$ cat config.mk
export PLATFORM = sky130hd
export DESIGN_NAME = fbsi_top
export DESIGN_NICKNAME = d
export VERILOG_FILES = /design/src/rtl/fbsi_pkg.sv /design/src/rtl/fbsi_tick.sv /design/src/rtl/fbsi_top.sv
export SDC_FILE = /design/constraint.sdc
export NUM_CORES = 1
export LEC_CHECK = 0
export ABC_AREA = 1
export BUFFER_PORTS_ARGS = -buffer_cell sky130_fd_sc_hd__buf_2
export CAP_MARGIN = 20
export CORE_MARGIN = 3
export CORE_UTILIZATION = 40
export CTS_CLUSTER_SIZE = 8
export DETAILED_ROUTE_END_ITERATION = 16
export PLACE_DENSITY = 0.59
export SYNTH_ARGS = -nofsm -noshare
export SYNTH_HDL_FRONTEND = slang
export SYNTH_SLANG_ARGS = --single-unit
$ cat constraint.sdc
create_clock -name CLK -period 5.6 [get_ports CLK]
set_clock_uncertainty 0.05 [all_clocks]
set_input_delay 0.56 -clock CLK [delete_from_list [all_inputs] [get_ports CLK]]
set_output_delay 0.56 -clock CLK [all_outputs]
set_load 0.05 [all_outputs]
$ cat src/rtl/fbsi_pkg.sv
// Purpose: Shared constants and types for the fieldbus status indicator block.
// Assumes: One 100 MHz clock; register port with 32-bit data.
// Notes:   Counts above 4096 cycles are defaults for top-level parameters.
package fbsi_pkg;

   // ----------------------------------------------------------------
   // Timing
   // ----------------------------------------------------------------
   localparam int unsigned CLK_MHZ = 100;
   localparam int unsigned RUN_TIMEOUT_MS = 100;
   localparam int unsigned CHANGE_FLASH_MS = 4000;
   localparam int unsigned FLASH_HALF_MS = 250;
   localparam int unsigned RUN_TIMEOUT_CYC = RUN_TIMEOUT_MS * 1000 * CLK_MHZ;
   localparam int unsigned CHANGE_FLASH_CYC = CHANGE_FLASH_MS * 1000 * CLK_MHZ;
   localparam int unsigned FLASH_HALF_CYC = FLASH_HALF_MS * 1000 * CLK_MHZ;
   localparam int unsigned CNT_W = 32;

   // ----------------------------------------------------------------
   // Register map
   // ----------------------------------------------------------------
   localparam logic [7:0] REG_CONTROL = 8'h00;
   localparam logic [7:0] REG_STATUS = 8'h04;
   localparam logic [7:0] REG_CODE = 8'h08;
   localparam int unsigned CTRL_ALARM_RESET = 0;
   localparam logic [31:0] RD_ZERO = 32'h0000_0000;

   // ----------------------------------------------------------------
   // Settings legality
   // ----------------------------------------------------------------
   localparam logic [2:0] BAUD_MAX = 3'h4;
   localparam logic [6:0] STATION_MIN = 7'h01;
   localparam logic [6:0] STATION_MAX = 7'h40;

   // ----------------------------------------------------------------
   // Types
   // ----------------------------------------------------------------
   typedef struct packed {
      logic run;
      logic send;
      logic recv;
      logic link_err;
      logic servo_alarm;
      logic unit_fault;
   } fbsi_leds_t;

   localparam fbsi_leds_t LEDS_OFF = '{default: 1'b0};

   typedef enum logic [1:0] {
      FBSI_NORMAL,
      FBSI_ALARM
   } fbsi_alarm_st_t;

   typedef struct packed {
      logic [CNT_W-1:0] run_cnt;
      logic [CNT_W-1:0] chg_cnt;
      logic flash_phase;
      logic link_err;
      logic wdt_hit;
      logic [2:0] base_baud;
      logic [6:0] base_station;
      logic base_valid;
      fbsi_alarm_st_t alarm_st;
      logic [7:0] alarm_code;
      logic [1:0] alarm_methods;
      fbsi_leds_t leds;
      logic trouble;
      logic suppress;
      logic [7:0] disp_code;
      logic disp_valid;
      logic [31:0] rd_data;
   } fbsi_state_t;

endpackage : fbsi_pkg

$ cat src/rtl/fbsi_tick.sv
// Purpose: Divider that gives a one-cycle enable pulse every DIV clocks.
// Assumes: Single clock domain.
// Notes:   Used as the flash rate prescaler.
`timescale 1ns/1ns
module fbsi_tick import fbsi_pkg::*; #(
   parameter int unsigned DIV = FLASH_HALF_CYC
) (
   input wire logic CLK,
   input wire logic RESET_N,
   output logic TICK
);

   if (DIV < 1) begin : g_chk
      $error("fbsi_tick: DIV must be at least 1");
   end

   typedef struct packed {
      logic [CNT_W-1:0] cnt;
      logic tick;
   } fbsi_tick_st_t;

   fbsi_tick_st_t s_q;
   fbsi_tick_st_t s_d;

   always_comb begin
      s_d = s_q;
      if (s_q.cnt == CNT_W'(DIV - 1)) begin
         s_d.cnt = '0;
         s_d.tick = 1'b1;
      end else begin
         s_d.cnt = s_q.cnt + 1'b1;
         s_d.tick = 1'b0;
      end
   end

   always_ff @(posedge CLK or negedge RESET_N) begin
      if (!RESET_N) begin
         s_q <= '0;
      end else begin
         s_q <= s_d;
      end
   end

   assign TICK = s_q.tick;

endmodule : fbsi_tick

$ cat src/rtl/fbsi_top.sv
// Purpose: Status indicators, trouble flags and alarm latch of a fieldbus unit.
// Assumes: All inputs synchronous to CLK; event inputs are one-cycle pulses.
// Notes:   Registers: CONTROL (write), STATUS and CODE (read).
//
// Design decisions made here: the address-and-strobe port and the register addresses.
`timescale 1ns/1ns

// Operation
// - Run indicator on at good refresh
// - Run indicator off after refresh timeout
// - Send indicator on while sent bit 0
// - Receive indicator on while carrier present
// - Link error on CRC or abort
// - Servo alarm indicator follows alarm state
// - Unit fault indicator follows processor fault
// - Suppress response on CRC error frame
// - Illegal baud and station show patterns
// - Setting change flashes error about 4s
// - Watchdog expiry shows hardware fault pattern
// - Display active alarm or warning code
// - Alarm asserts both trouble flags
// - Alarm clears only after cause, permitted method
// - Warnings clear automatically with cause
module fbsi_top import fbsi_pkg::*; #(
   parameter int unsigned RUN_TIMEOUT = RUN_TIMEOUT_CYC,
   parameter int unsigned CHANGE_FLASH = CHANGE_FLASH_CYC,
   parameter int unsigned FLASH_HALF = FLASH_HALF_CYC
) (
   input wire logic CLK,
   input wire logic RESET_N,
   input wire logic REFRESH_OK,
   input wire logic TX_BIT,
   input wire logic CARRIER,
   input wire logic FRAME_FOR_US,
   input wire logic CRC_ERR,
   input wire logic ABORT_ERR,
   input wire logic [2:0] BAUD_SETTING,
   input wire logic [6:0] STATION_SETTING,
   input wire logic ALARM_CAUSE,
   input wire logic [7:0] ALARM_CODE,
   input wire logic [1:0] ALARM_METHODS,
   input wire logic WARN_CAUSE,
   input wire logic [7:0] WARN_CODE,
   input wire logic CPU_FAULT,
   input wire logic WATCHDOG_TIMER_EXPIRED,
   input wire logic PANEL_SET,
   input wire logic ALARM_RESET_REQ,
   input wire logic [7:0] ADDR,
   input wire logic [31:0] WR_DATA,
   input wire logic WR_STB,
   input wire logic RD_STB,
   output logic [31:0] RD_DATA,
   output logic RUN_INDICATOR,
   output logic SEND_INDICATOR,
   output logic RECV_INDICATOR,
   output logic LINK_ERR_INDICATOR,
   output logic SERVO_ALARM_INDICATOR,
   output logic UNIT_FAULT_INDICATOR,
   output logic TROUBLE_FLAG_A,
   output logic TROUBLE_FLAG_B,
   output logic RESPONSE_SUPPRESS,
   output logic [7:0] DISPLAY_CODE,
   output logic DISPLAY_VALID
);

   // ----------------------------------------------------------------
   // Elaboration checks
   // ----------------------------------------------------------------
   if (RUN_TIMEOUT < 1 || CHANGE_FLASH < 1) begin : g_chk
      $error("fbsi_top: timeouts must be at least one cycle");
   end
   // The divider cannot pulse more often than every clock
   if (FLASH_HALF < 1) begin : g_chk_flash
      $error("fbsi_top: FLASH_HALF must be at least one cycle");
   end

   // ----------------------------------------------------------------
   // Register map
   // ----------------------------------------------------------------
   // CONTROL (write): bit 0 asks for an alarm clear; it only takes effect
   //    once the cause is gone and the alarm allows a software clear.
   // STATUS (read):
   //    [5:0]  lamps: run, send, receive, link error, servo alarm, unit fault
   //    [6]    trouble flag
   //    [7]    watchdog fault held
   //    [8]    warning present
   //    [9]    setting-change flash running
   //    [10]   baud setting illegal
   //    [11]   station setting illegal
   // CODE (read): [7:0] displayed code, [8] code valid.
   // Read data stands one cycle after the strobe and is zero otherwise, so a
   // late sample reads zero rather than a stale word.

   // ----------------------------------------------------------------
   // Flash prescaler
   // ----------------------------------------------------------------
   logic flash_tick;

   fbsi_tick #(
      .DIV(FLASH_HALF)
   ) fbsi_tick_i (
      .CLK(CLK),
      .RESET_N(RESET_N),
      .TICK(flash_tick)
   );

   // ----------------------------------------------------------------
   // Next state
   // ----------------------------------------------------------------
   fbsi_state_t s_q;
   fbsi_state_t s_d;

   logic baud_bad;
   logic station_bad;
   logic changed;
   logic sw_reset;
   logic clear_ok;
   logic frame_bad;

   always_comb begin
      s_d = s_q;
      baud_bad = BAUD_SETTING > BAUD_MAX;
      station_bad = STATION_SETTING < STATION_MIN || STATION_SETTING > STATION_MAX;
      changed = s_q.base_valid &&
                (BAUD_SETTING != s_q.base_baud || STATION_SETTING != s_q.base_station);
      sw_reset = WR_STB && ADDR == REG_CONTROL && WR_DATA[CTRL_ALARM_RESET];
      frame_bad = FRAME_FOR_US && (CRC_ERR || ABORT_ERR);

      // ----------------------------------------------------------------
      // Link supervision
      // ----------------------------------------------------------------
      // Refresh timer restarts on every good frame
      if (REFRESH_OK) begin
         s_d.run_cnt = CNT_W'(RUN_TIMEOUT);
      end else if (s_q.run_cnt != '0) begin
         s_d.run_cnt = s_q.run_cnt - 1'b1;
      end

      // Error latch: a good refresh clears it, a new error in the same cycle wins
      if (frame_bad) begin
         s_d.link_err = 1'b1;
      end else if (REFRESH_OK) begin
         s_d.link_err = 1'b0;
      end

      // Only CRC errors block the reply; aborts are flagged but still answered
      s_d.suppress = FRAME_FOR_US && CRC_ERR;

      // ----------------------------------------------------------------
      // Settings watch
      // ----------------------------------------------------------------
      // Settings captured once after reset, then watched for changes
      if (!s_q.base_valid) begin
         s_d.base_valid = 1'b1;
         s_d.base_baud = BAUD_SETTING;
         s_d.base_station = STATION_SETTING;
      end else if (changed) begin
         s_d.base_baud = BAUD_SETTING;
         s_d.base_station = STATION_SETTING;
         s_d.chg_cnt = CNT_W'(CHANGE_FLASH);
      end else if (s_q.chg_cnt != '0) begin
         s_d.chg_cnt = s_q.chg_cnt - 1'b1;
      end

      if (flash_tick) begin
         s_d.flash_phase = !s_q.flash_phase;
      end

      // ----------------------------------------------------------------
      // Fault and alarm latches
      // ----------------------------------------------------------------
      // Watchdog fault holds until reset
      if (WATCHDOG_TIMER_EXPIRED) begin
         s_d.wdt_hit = 1'b1;
      end

      // Alarm latch; a still-present cause always beats a clear request
      clear_ok = !ALARM_CAUSE &&
                 ((PANEL_SET && s_q.alarm_methods[0]) ||
                  ((ALARM_RESET_REQ || sw_reset) && s_q.alarm_methods[1]));
      case (s_q.alarm_st)
         FBSI_NORMAL: begin
            if (ALARM_CAUSE) begin
               s_d.alarm_st = FBSI_ALARM;
               s_d.alarm_code = ALARM_CODE;
               s_d.alarm_methods = ALARM_METHODS;
            end
         end
         FBSI_ALARM: begin
            if (clear_ok) begin
               s_d.alarm_st = FBSI_NORMAL;
            end
         end
         default: begin
            s_d.alarm_st = FBSI_NORMAL;
         end
      endcase

      s_d.trouble = s_d.alarm_st == FBSI_ALARM;

      // ----------------------------------------------------------------
      // Code display and lamps
      // ----------------------------------------------------------------
      // Code display: alarm first, warning only while its cause lasts
      if (s_d.alarm_st == FBSI_ALARM) begin
         s_d.disp_code = s_d.alarm_code;
         s_d.disp_valid = 1'b1;
      end else if (WARN_CAUSE) begin
         s_d.disp_code = WARN_CODE;
         s_d.disp_valid = 1'b1;
      end else begin
         s_d.disp_code = '0;
         s_d.disp_valid = 1'b0;
      end

      // Indicators: plain link view first, fault patterns override it
      // Lamp patterns (run, send, receive, error), highest priority first:
      //    watchdog fault    off, on,  on,  off
      //    baud illegal      off, on,  off, on
      //    station illegal   off, off, on,  on
      //    setting changed   off, off, off, flashing
      // The watchdog outranks the settings: a stalled processor cannot judge them.
      s_d.leds.run = s_d.run_cnt != '0;
      s_d.leds.send = !TX_BIT;
      s_d.leds.recv = CARRIER;
      s_d.leds.link_err = s_d.link_err;
      if (s_d.wdt_hit) begin
         s_d.leds.run = 1'b0;
         s_d.leds.send = 1'b1;
         s_d.leds.recv = 1'b1;
         s_d.leds.link_err = 1'b0;
      end else if (baud_bad) begin
         s_d.leds.run = 1'b0;
         s_d.leds.send = 1'b1;
         s_d.leds.recv = 1'b0;
         s_d.leds.link_err = 1'b1;
      end else if (station_bad) begin
         s_d.leds.run = 1'b0;
         s_d.leds.send = 1'b0;
         s_d.leds.recv = 1'b1;
         s_d.leds.link_err = 1'b1;
      end else if (s_d.chg_cnt != '0) begin
         s_d.leds.run = 1'b0;
         s_d.leds.send = 1'b0;
         s_d.leds.recv = 1'b0;
         s_d.leds.link_err = s_d.flash_phase;
      end
      s_d.leds.servo_alarm = s_d.alarm_st == FBSI_ALARM;
      s_d.leds.unit_fault = CPU_FAULT || s_d.wdt_hit;

      // ----------------------------------------------------------------
      // Register reads
      // ----------------------------------------------------------------
      // Register reads: data in the cycle after the strobe only
      s_d.rd_data = RD_ZERO;
      if (RD_STB) begin
         case (ADDR)
            REG_STATUS: begin
               s_d.rd_data = {20'h0,
                              station_bad,
                              baud_bad,
                              s_q.chg_cnt != '0,
                              WARN_CAUSE,
                              s_q.wdt_hit,
                              s_q.trouble,
                              s_q.leds};
            end
            REG_CODE: begin
               s_d.rd_data = {23'h0, s_q.disp_valid, s_q.disp_code};
            end
            default: begin
               s_d.rd_data = RD_ZERO;
            end
         endcase
      end
   end

   // ----------------------------------------------------------------
   // State register
   // ----------------------------------------------------------------
   always_ff @(posedge CLK or negedge RESET_N) begin
      if (!RESET_N) begin
         s_q <= '0;
      end else begin
         s_q <= s_d;
      end
   end

   // ----------------------------------------------------------------
   // Outputs, all straight from the state register
   // ----------------------------------------------------------------
   assign RD_DATA = s_q.rd_data;
   assign RUN_INDICATOR = s_q.leds.run;
   assign SEND_INDICATOR = s_q.leds.send;
   assign RECV_INDICATOR = s_q.leds.recv;
   assign LINK_ERR_INDICATOR = s_q.leds.link_err;
   assign SERVO_ALARM_INDICATOR = s_q.leds.servo_alarm;
   assign UNIT_FAULT_INDICATOR = s_q.leds.unit_fault;
   // Both flags carry the same trouble state; the master watches either one
   assign TROUBLE_FLAG_A = s_q.trouble;
   assign TROUBLE_FLAG_B = s_q.trouble;
   assign RESPONSE_SUPPRESS = s_q.suppress;
   assign DISPLAY_CODE = s_q.disp_code;
   assign DISPLAY_VALID = s_q.disp_valid;

endmodule : fbsi_top
==> metrics.log <==
[metrics] die height: around 160 µm
[metrics] global placement routability congestion: around 0.92
[metrics] initial antenna violation count: 2
[metrics] maximum vdd ir drop: 0.0001707 V
[metrics] CP Max Fanout: 23
[metrics] final cycle utilization of the critical path: 0.5088
[metrics] TritonCTS clock tree: yes
[metrics] vias in the first global route: a little under 8000
[metrics] number of buffers created by CTS: 17
[metrics] largest net degree at the start of global routing: between 90 and 100
[metrics] all-layer global routing usage: 0.1852
[metrics] share of the synthesized area in the top cell type: 0.4025
[metrics] Clock Pin Slew Worst Setup and Hold Paths: about 0.060 ns
[metrics] Area growth, synth to finish: 11.52%
[metrics] routed via count: ~8000
[metrics] pins over their slew limit: 0
[metrics] Die ar.: about 25000 µm²
[metrics] Filler Cell Count: ~2400
[metrics] startpoint-to-endpoint class of the critical path: reg2reg
[metrics] Syn Inst Count: 1332
[metrics] number of iterations in the first detailed-routing pass: 7
[metrics] Finish-stage setup viols: 0
[metrics] DPL Wire Length: 17560 µm
[metrics] final antenna-violating net count: 0
[metrics] top cell family by delay on the critical path: simple AND/OR/NAND/NOR gates
[metrics] die boundary width: between 150 and 200 µm
[metrics] post-detailed-routing wire length: about 23000 µm
[metrics] # H-tree levels: 4
[metrics] cell type contributing the most total cell area after synthesis: sky130_fd_sc_hd__dfrtp_1
[metrics] power per cell area: around 270 nW/µm²
[metrics] number of storage elements in the synthesis netlist: between 150 and 200
[metrics] final period demand of the worst path: 2.849 ns
[metrics] arrival time worst endpoint: roughly 3.1 ns
[metrics] setup slack of the worst register-to-register path: 2.75 ns
[metrics] number of post-CTS setup repair buffers: 0
[metrics] max-slew headroom at the worst pin: 0.4082
[metrics] crit path max-delay cell type: sky130_fd_sc_hd__dfrtp_1
[metrics] count of distinct cell types in the synthesized netlist: 45
[metrics] actual transition at the worst max-transition pin: slightly below 0.9 ns
[metrics] reported leakage power: about 5.4 nW
[metrics] list of cells traversed by the critical path: nor2_1, nand2_1, nor2_1, nand4_1, nor2_2, inv_2, nand2_1, nand3_1, nor2_1, nand2_1, nor3_1, nand2_1, nor2_1, nor2_1
[metrics] fraction of the yosys area taken by sequential cells: 0.4025
[metrics] Crit path top cell by count: sky130_fd_sc_hd__nor2_1
[metrics] ranking of synthesized cells by area: sky130_fd_sc_hd__dfrtp_1 (40%), sky130_fd_sc_hd__nand2_1 (13%), sky130_fd_sc_hd__nor2_1 (8.6%)
[metrics] endpoint kind of the worst setup timing path: flop
[metrics] maximum clock frequency: 351.0 MHz
[metrics] startpoint types: flop
[metrics] sum of overflow across all layers after global routing: 0
[metrics] total standard cell area after synthesis: about 9400 µm²
[metrics] DRC Markers: 0
[metrics] fin nets: between 1000 and 1500
[metrics] Data required, critical path: between 5 and 6 ns
[metrics] via/cell ratio: a little under 5
[metrics] area of the core: between 20000 and 25000 µm²
[metrics] average footprint of a synthesized cell: a little over 7 µm²
[metrics] count of synthesis-stage warnings from yosys: 0
[metrics] Worst Setup Slack post-DPL: ~2.4 ns
[metrics] number of cells upsized or downsized after cts: 0
[metrics] number of buffers inserted by hold repair at cts: 0
[metrics] clk sinks: around 150
[metrics] number of max-capacitance violations reported: 0
[metrics] global-route wire length before repair: about 39000 µm
[metrics] insertion delay to the later sink of the worst-skew pair: approximately 0.43 ns
[metrics] effective utilization at floorplan: 0.4109
[metrics] count of buffer and inverter cells on the critical path: 1
[metrics] number of port buffers: 82
[metrics] clock tree root buffer cell: sky130_fd_sc_hd__clkbuf_16
[metrics] hold_ws: 0.1830 ns
[metrics] run status: finished, final reports clean
[metrics] slowest stage delay, CP: just over 0.4 ns
[metrics] Sum Neg Setup Slack: 0 ns
[metrics] proportion of layout cells with a drive suffix above 1: 0.1312
[metrics] count of standard-cell rows: 55
[metrics] Worst Hold Class: in2async
[metrics] first-iteration detailed-routing DRC count: 620
[metrics] IO Count: 134
[metrics] CTS Buffer Depth: 2
[metrics] final worst setup slack: between 2 and 3 ns
[metrics] RSZ-0062 raised after global routing: false
[metrics] post-detailed-route wirelength per cell: about 14 µm
[metrics] final hold violation count: 0
kinds of logic (layout without fill, tap and decap cells):
logic type                 after synthesis  in the layout  share of synthesized area
AOI/OAI and AO/OA                       65             65                    0.03812
xor gates and xnor gates                48             48                    0.04478
adders and majority gates                5              5                   0.006664
buffers and inverters                  264            307                     0.1263
DFF                                    151            151                     0.4025
muxes                                    2              2                   0.002399
other                                    2             24                  0.0008000
and+or+nand+nor                        795            795                     0.3784
layer usage:
layer,vias up,part of all wire,global-route usage
met3,30,0.034,0.03122
met2,143,0.47,0.3060
met4,0,0.018,0.05372
met1,3832,0.48,0.2512
met5,-,0,0
li1,4228,-,-
power by group:
part	internal, mW	leakage [nW]	switching [mW]
clock network	0.725	0.294	0.497
logic	0.114	3.21	0.300
registers	1.14	1.89	0.0325
total	1.98	5.39	0.829
Yosys cell counts, drive strengths merged:
library cell,count
clkinv,2
a21oi,34
clkbuf,18
and3,2
o311ai,1
dfrtp,151
nand4,39
nor4,10
a31oi,9
nor2,244
nand3,138
mux2,2
xor2,30
ha,5
o31ai,2
or2,2
a221o,1
and2,1
o21ai,15
nor3,24
o21bai,2
inv,186
conb,2
or4,1
o211ai,1
xnor2,18
nand3b,2
nor4b,1
nand2,331
buf,58
area by class of cell:
type / instances / area, µm² / area share
multi-input combinational: 937 / 4498 / 0.4297
sequential: 151 / 3779 / 0.3609
inverter: 188 / 708.2 / 0.06765
timing repair buffer: 87 / 461.7 / 0.04410
clock buffer: 18 / 439.2 / 0.04195
tap: 313 / 391.6 / 0.03741
clock inverter: 14 / 186.4 / 0.01781
antenna: 2 / 5.005 / 0.0004781
cell usage in the layout, fill, tap and decap left out, drive strengths merged, types with 3 or more instances in the layout:
cell	Yosys	routed
ha	5	5
buf	58	87
clkinv	2	3
dfrtp	151	151
conb	2	22
xnor2	18	18
clkinvlp	0	4
nor2	244	244
a21oi	34	34
nor4	10	10
clkbuf	18	18
nand4	39	39
o21ai	15	15
bufinv	0	3
xor2	30	30
inv	186	192
nand3	138	138
nor3	24	24
a31oi	9	9
nand2	331	331
per-stage QoR:
step	total power, mW	instances	area, µm²	utilization
3_3_place_gp	1.600	1675	9823	0.4300
6_report	2.806	1710	10470	0.4582
3_5_place_dp	1.604	1675	9823	0.4300
5_1_grt	2.941	1710	10470	0.4582
4_1_cts	2.847	1707	10450	0.4573
2_1_floorplan	1.508	1352	9463	-
registers in the layout, summed over array words and instances (netlist names):
name	flops
DISPLAY_CODE	8
DISPLAY_VALID	1
LINK_ERR_INDICATOR	1
RD_DATA	12
RECV_INDICATOR	1
RESPONSE_SUPPRESS	1
RUN_INDICATOR	1
SEND_INDICATOR	1
TROUBLE_FLAG_A	1
UNIT_FAULT_INDICATOR	1
fbsi_tick_i.TICK	1
fbsi_tick_i.s_q	32
s_q	90
worst paths after layout:
check / from / endpoint / cells past startpoint
max: s_q[125] / RUN_INDICATOR / 14
min: RESET_N / s_q[102] / 1
max reg2reg: s_q[125] / RUN_INDICATOR / 14
min reg2reg: fbsi_tick_i.s_q[1] / fbsi_tick_i.s_q[1] / 1
max in group asynchronous: RESET_N / fbsi_tick_i.s_q[29] / 2
min in group CLK: STATION_SETTING[6] / s_q[68] / 1
Note: power is estimated with default switching activity, not from simulation.
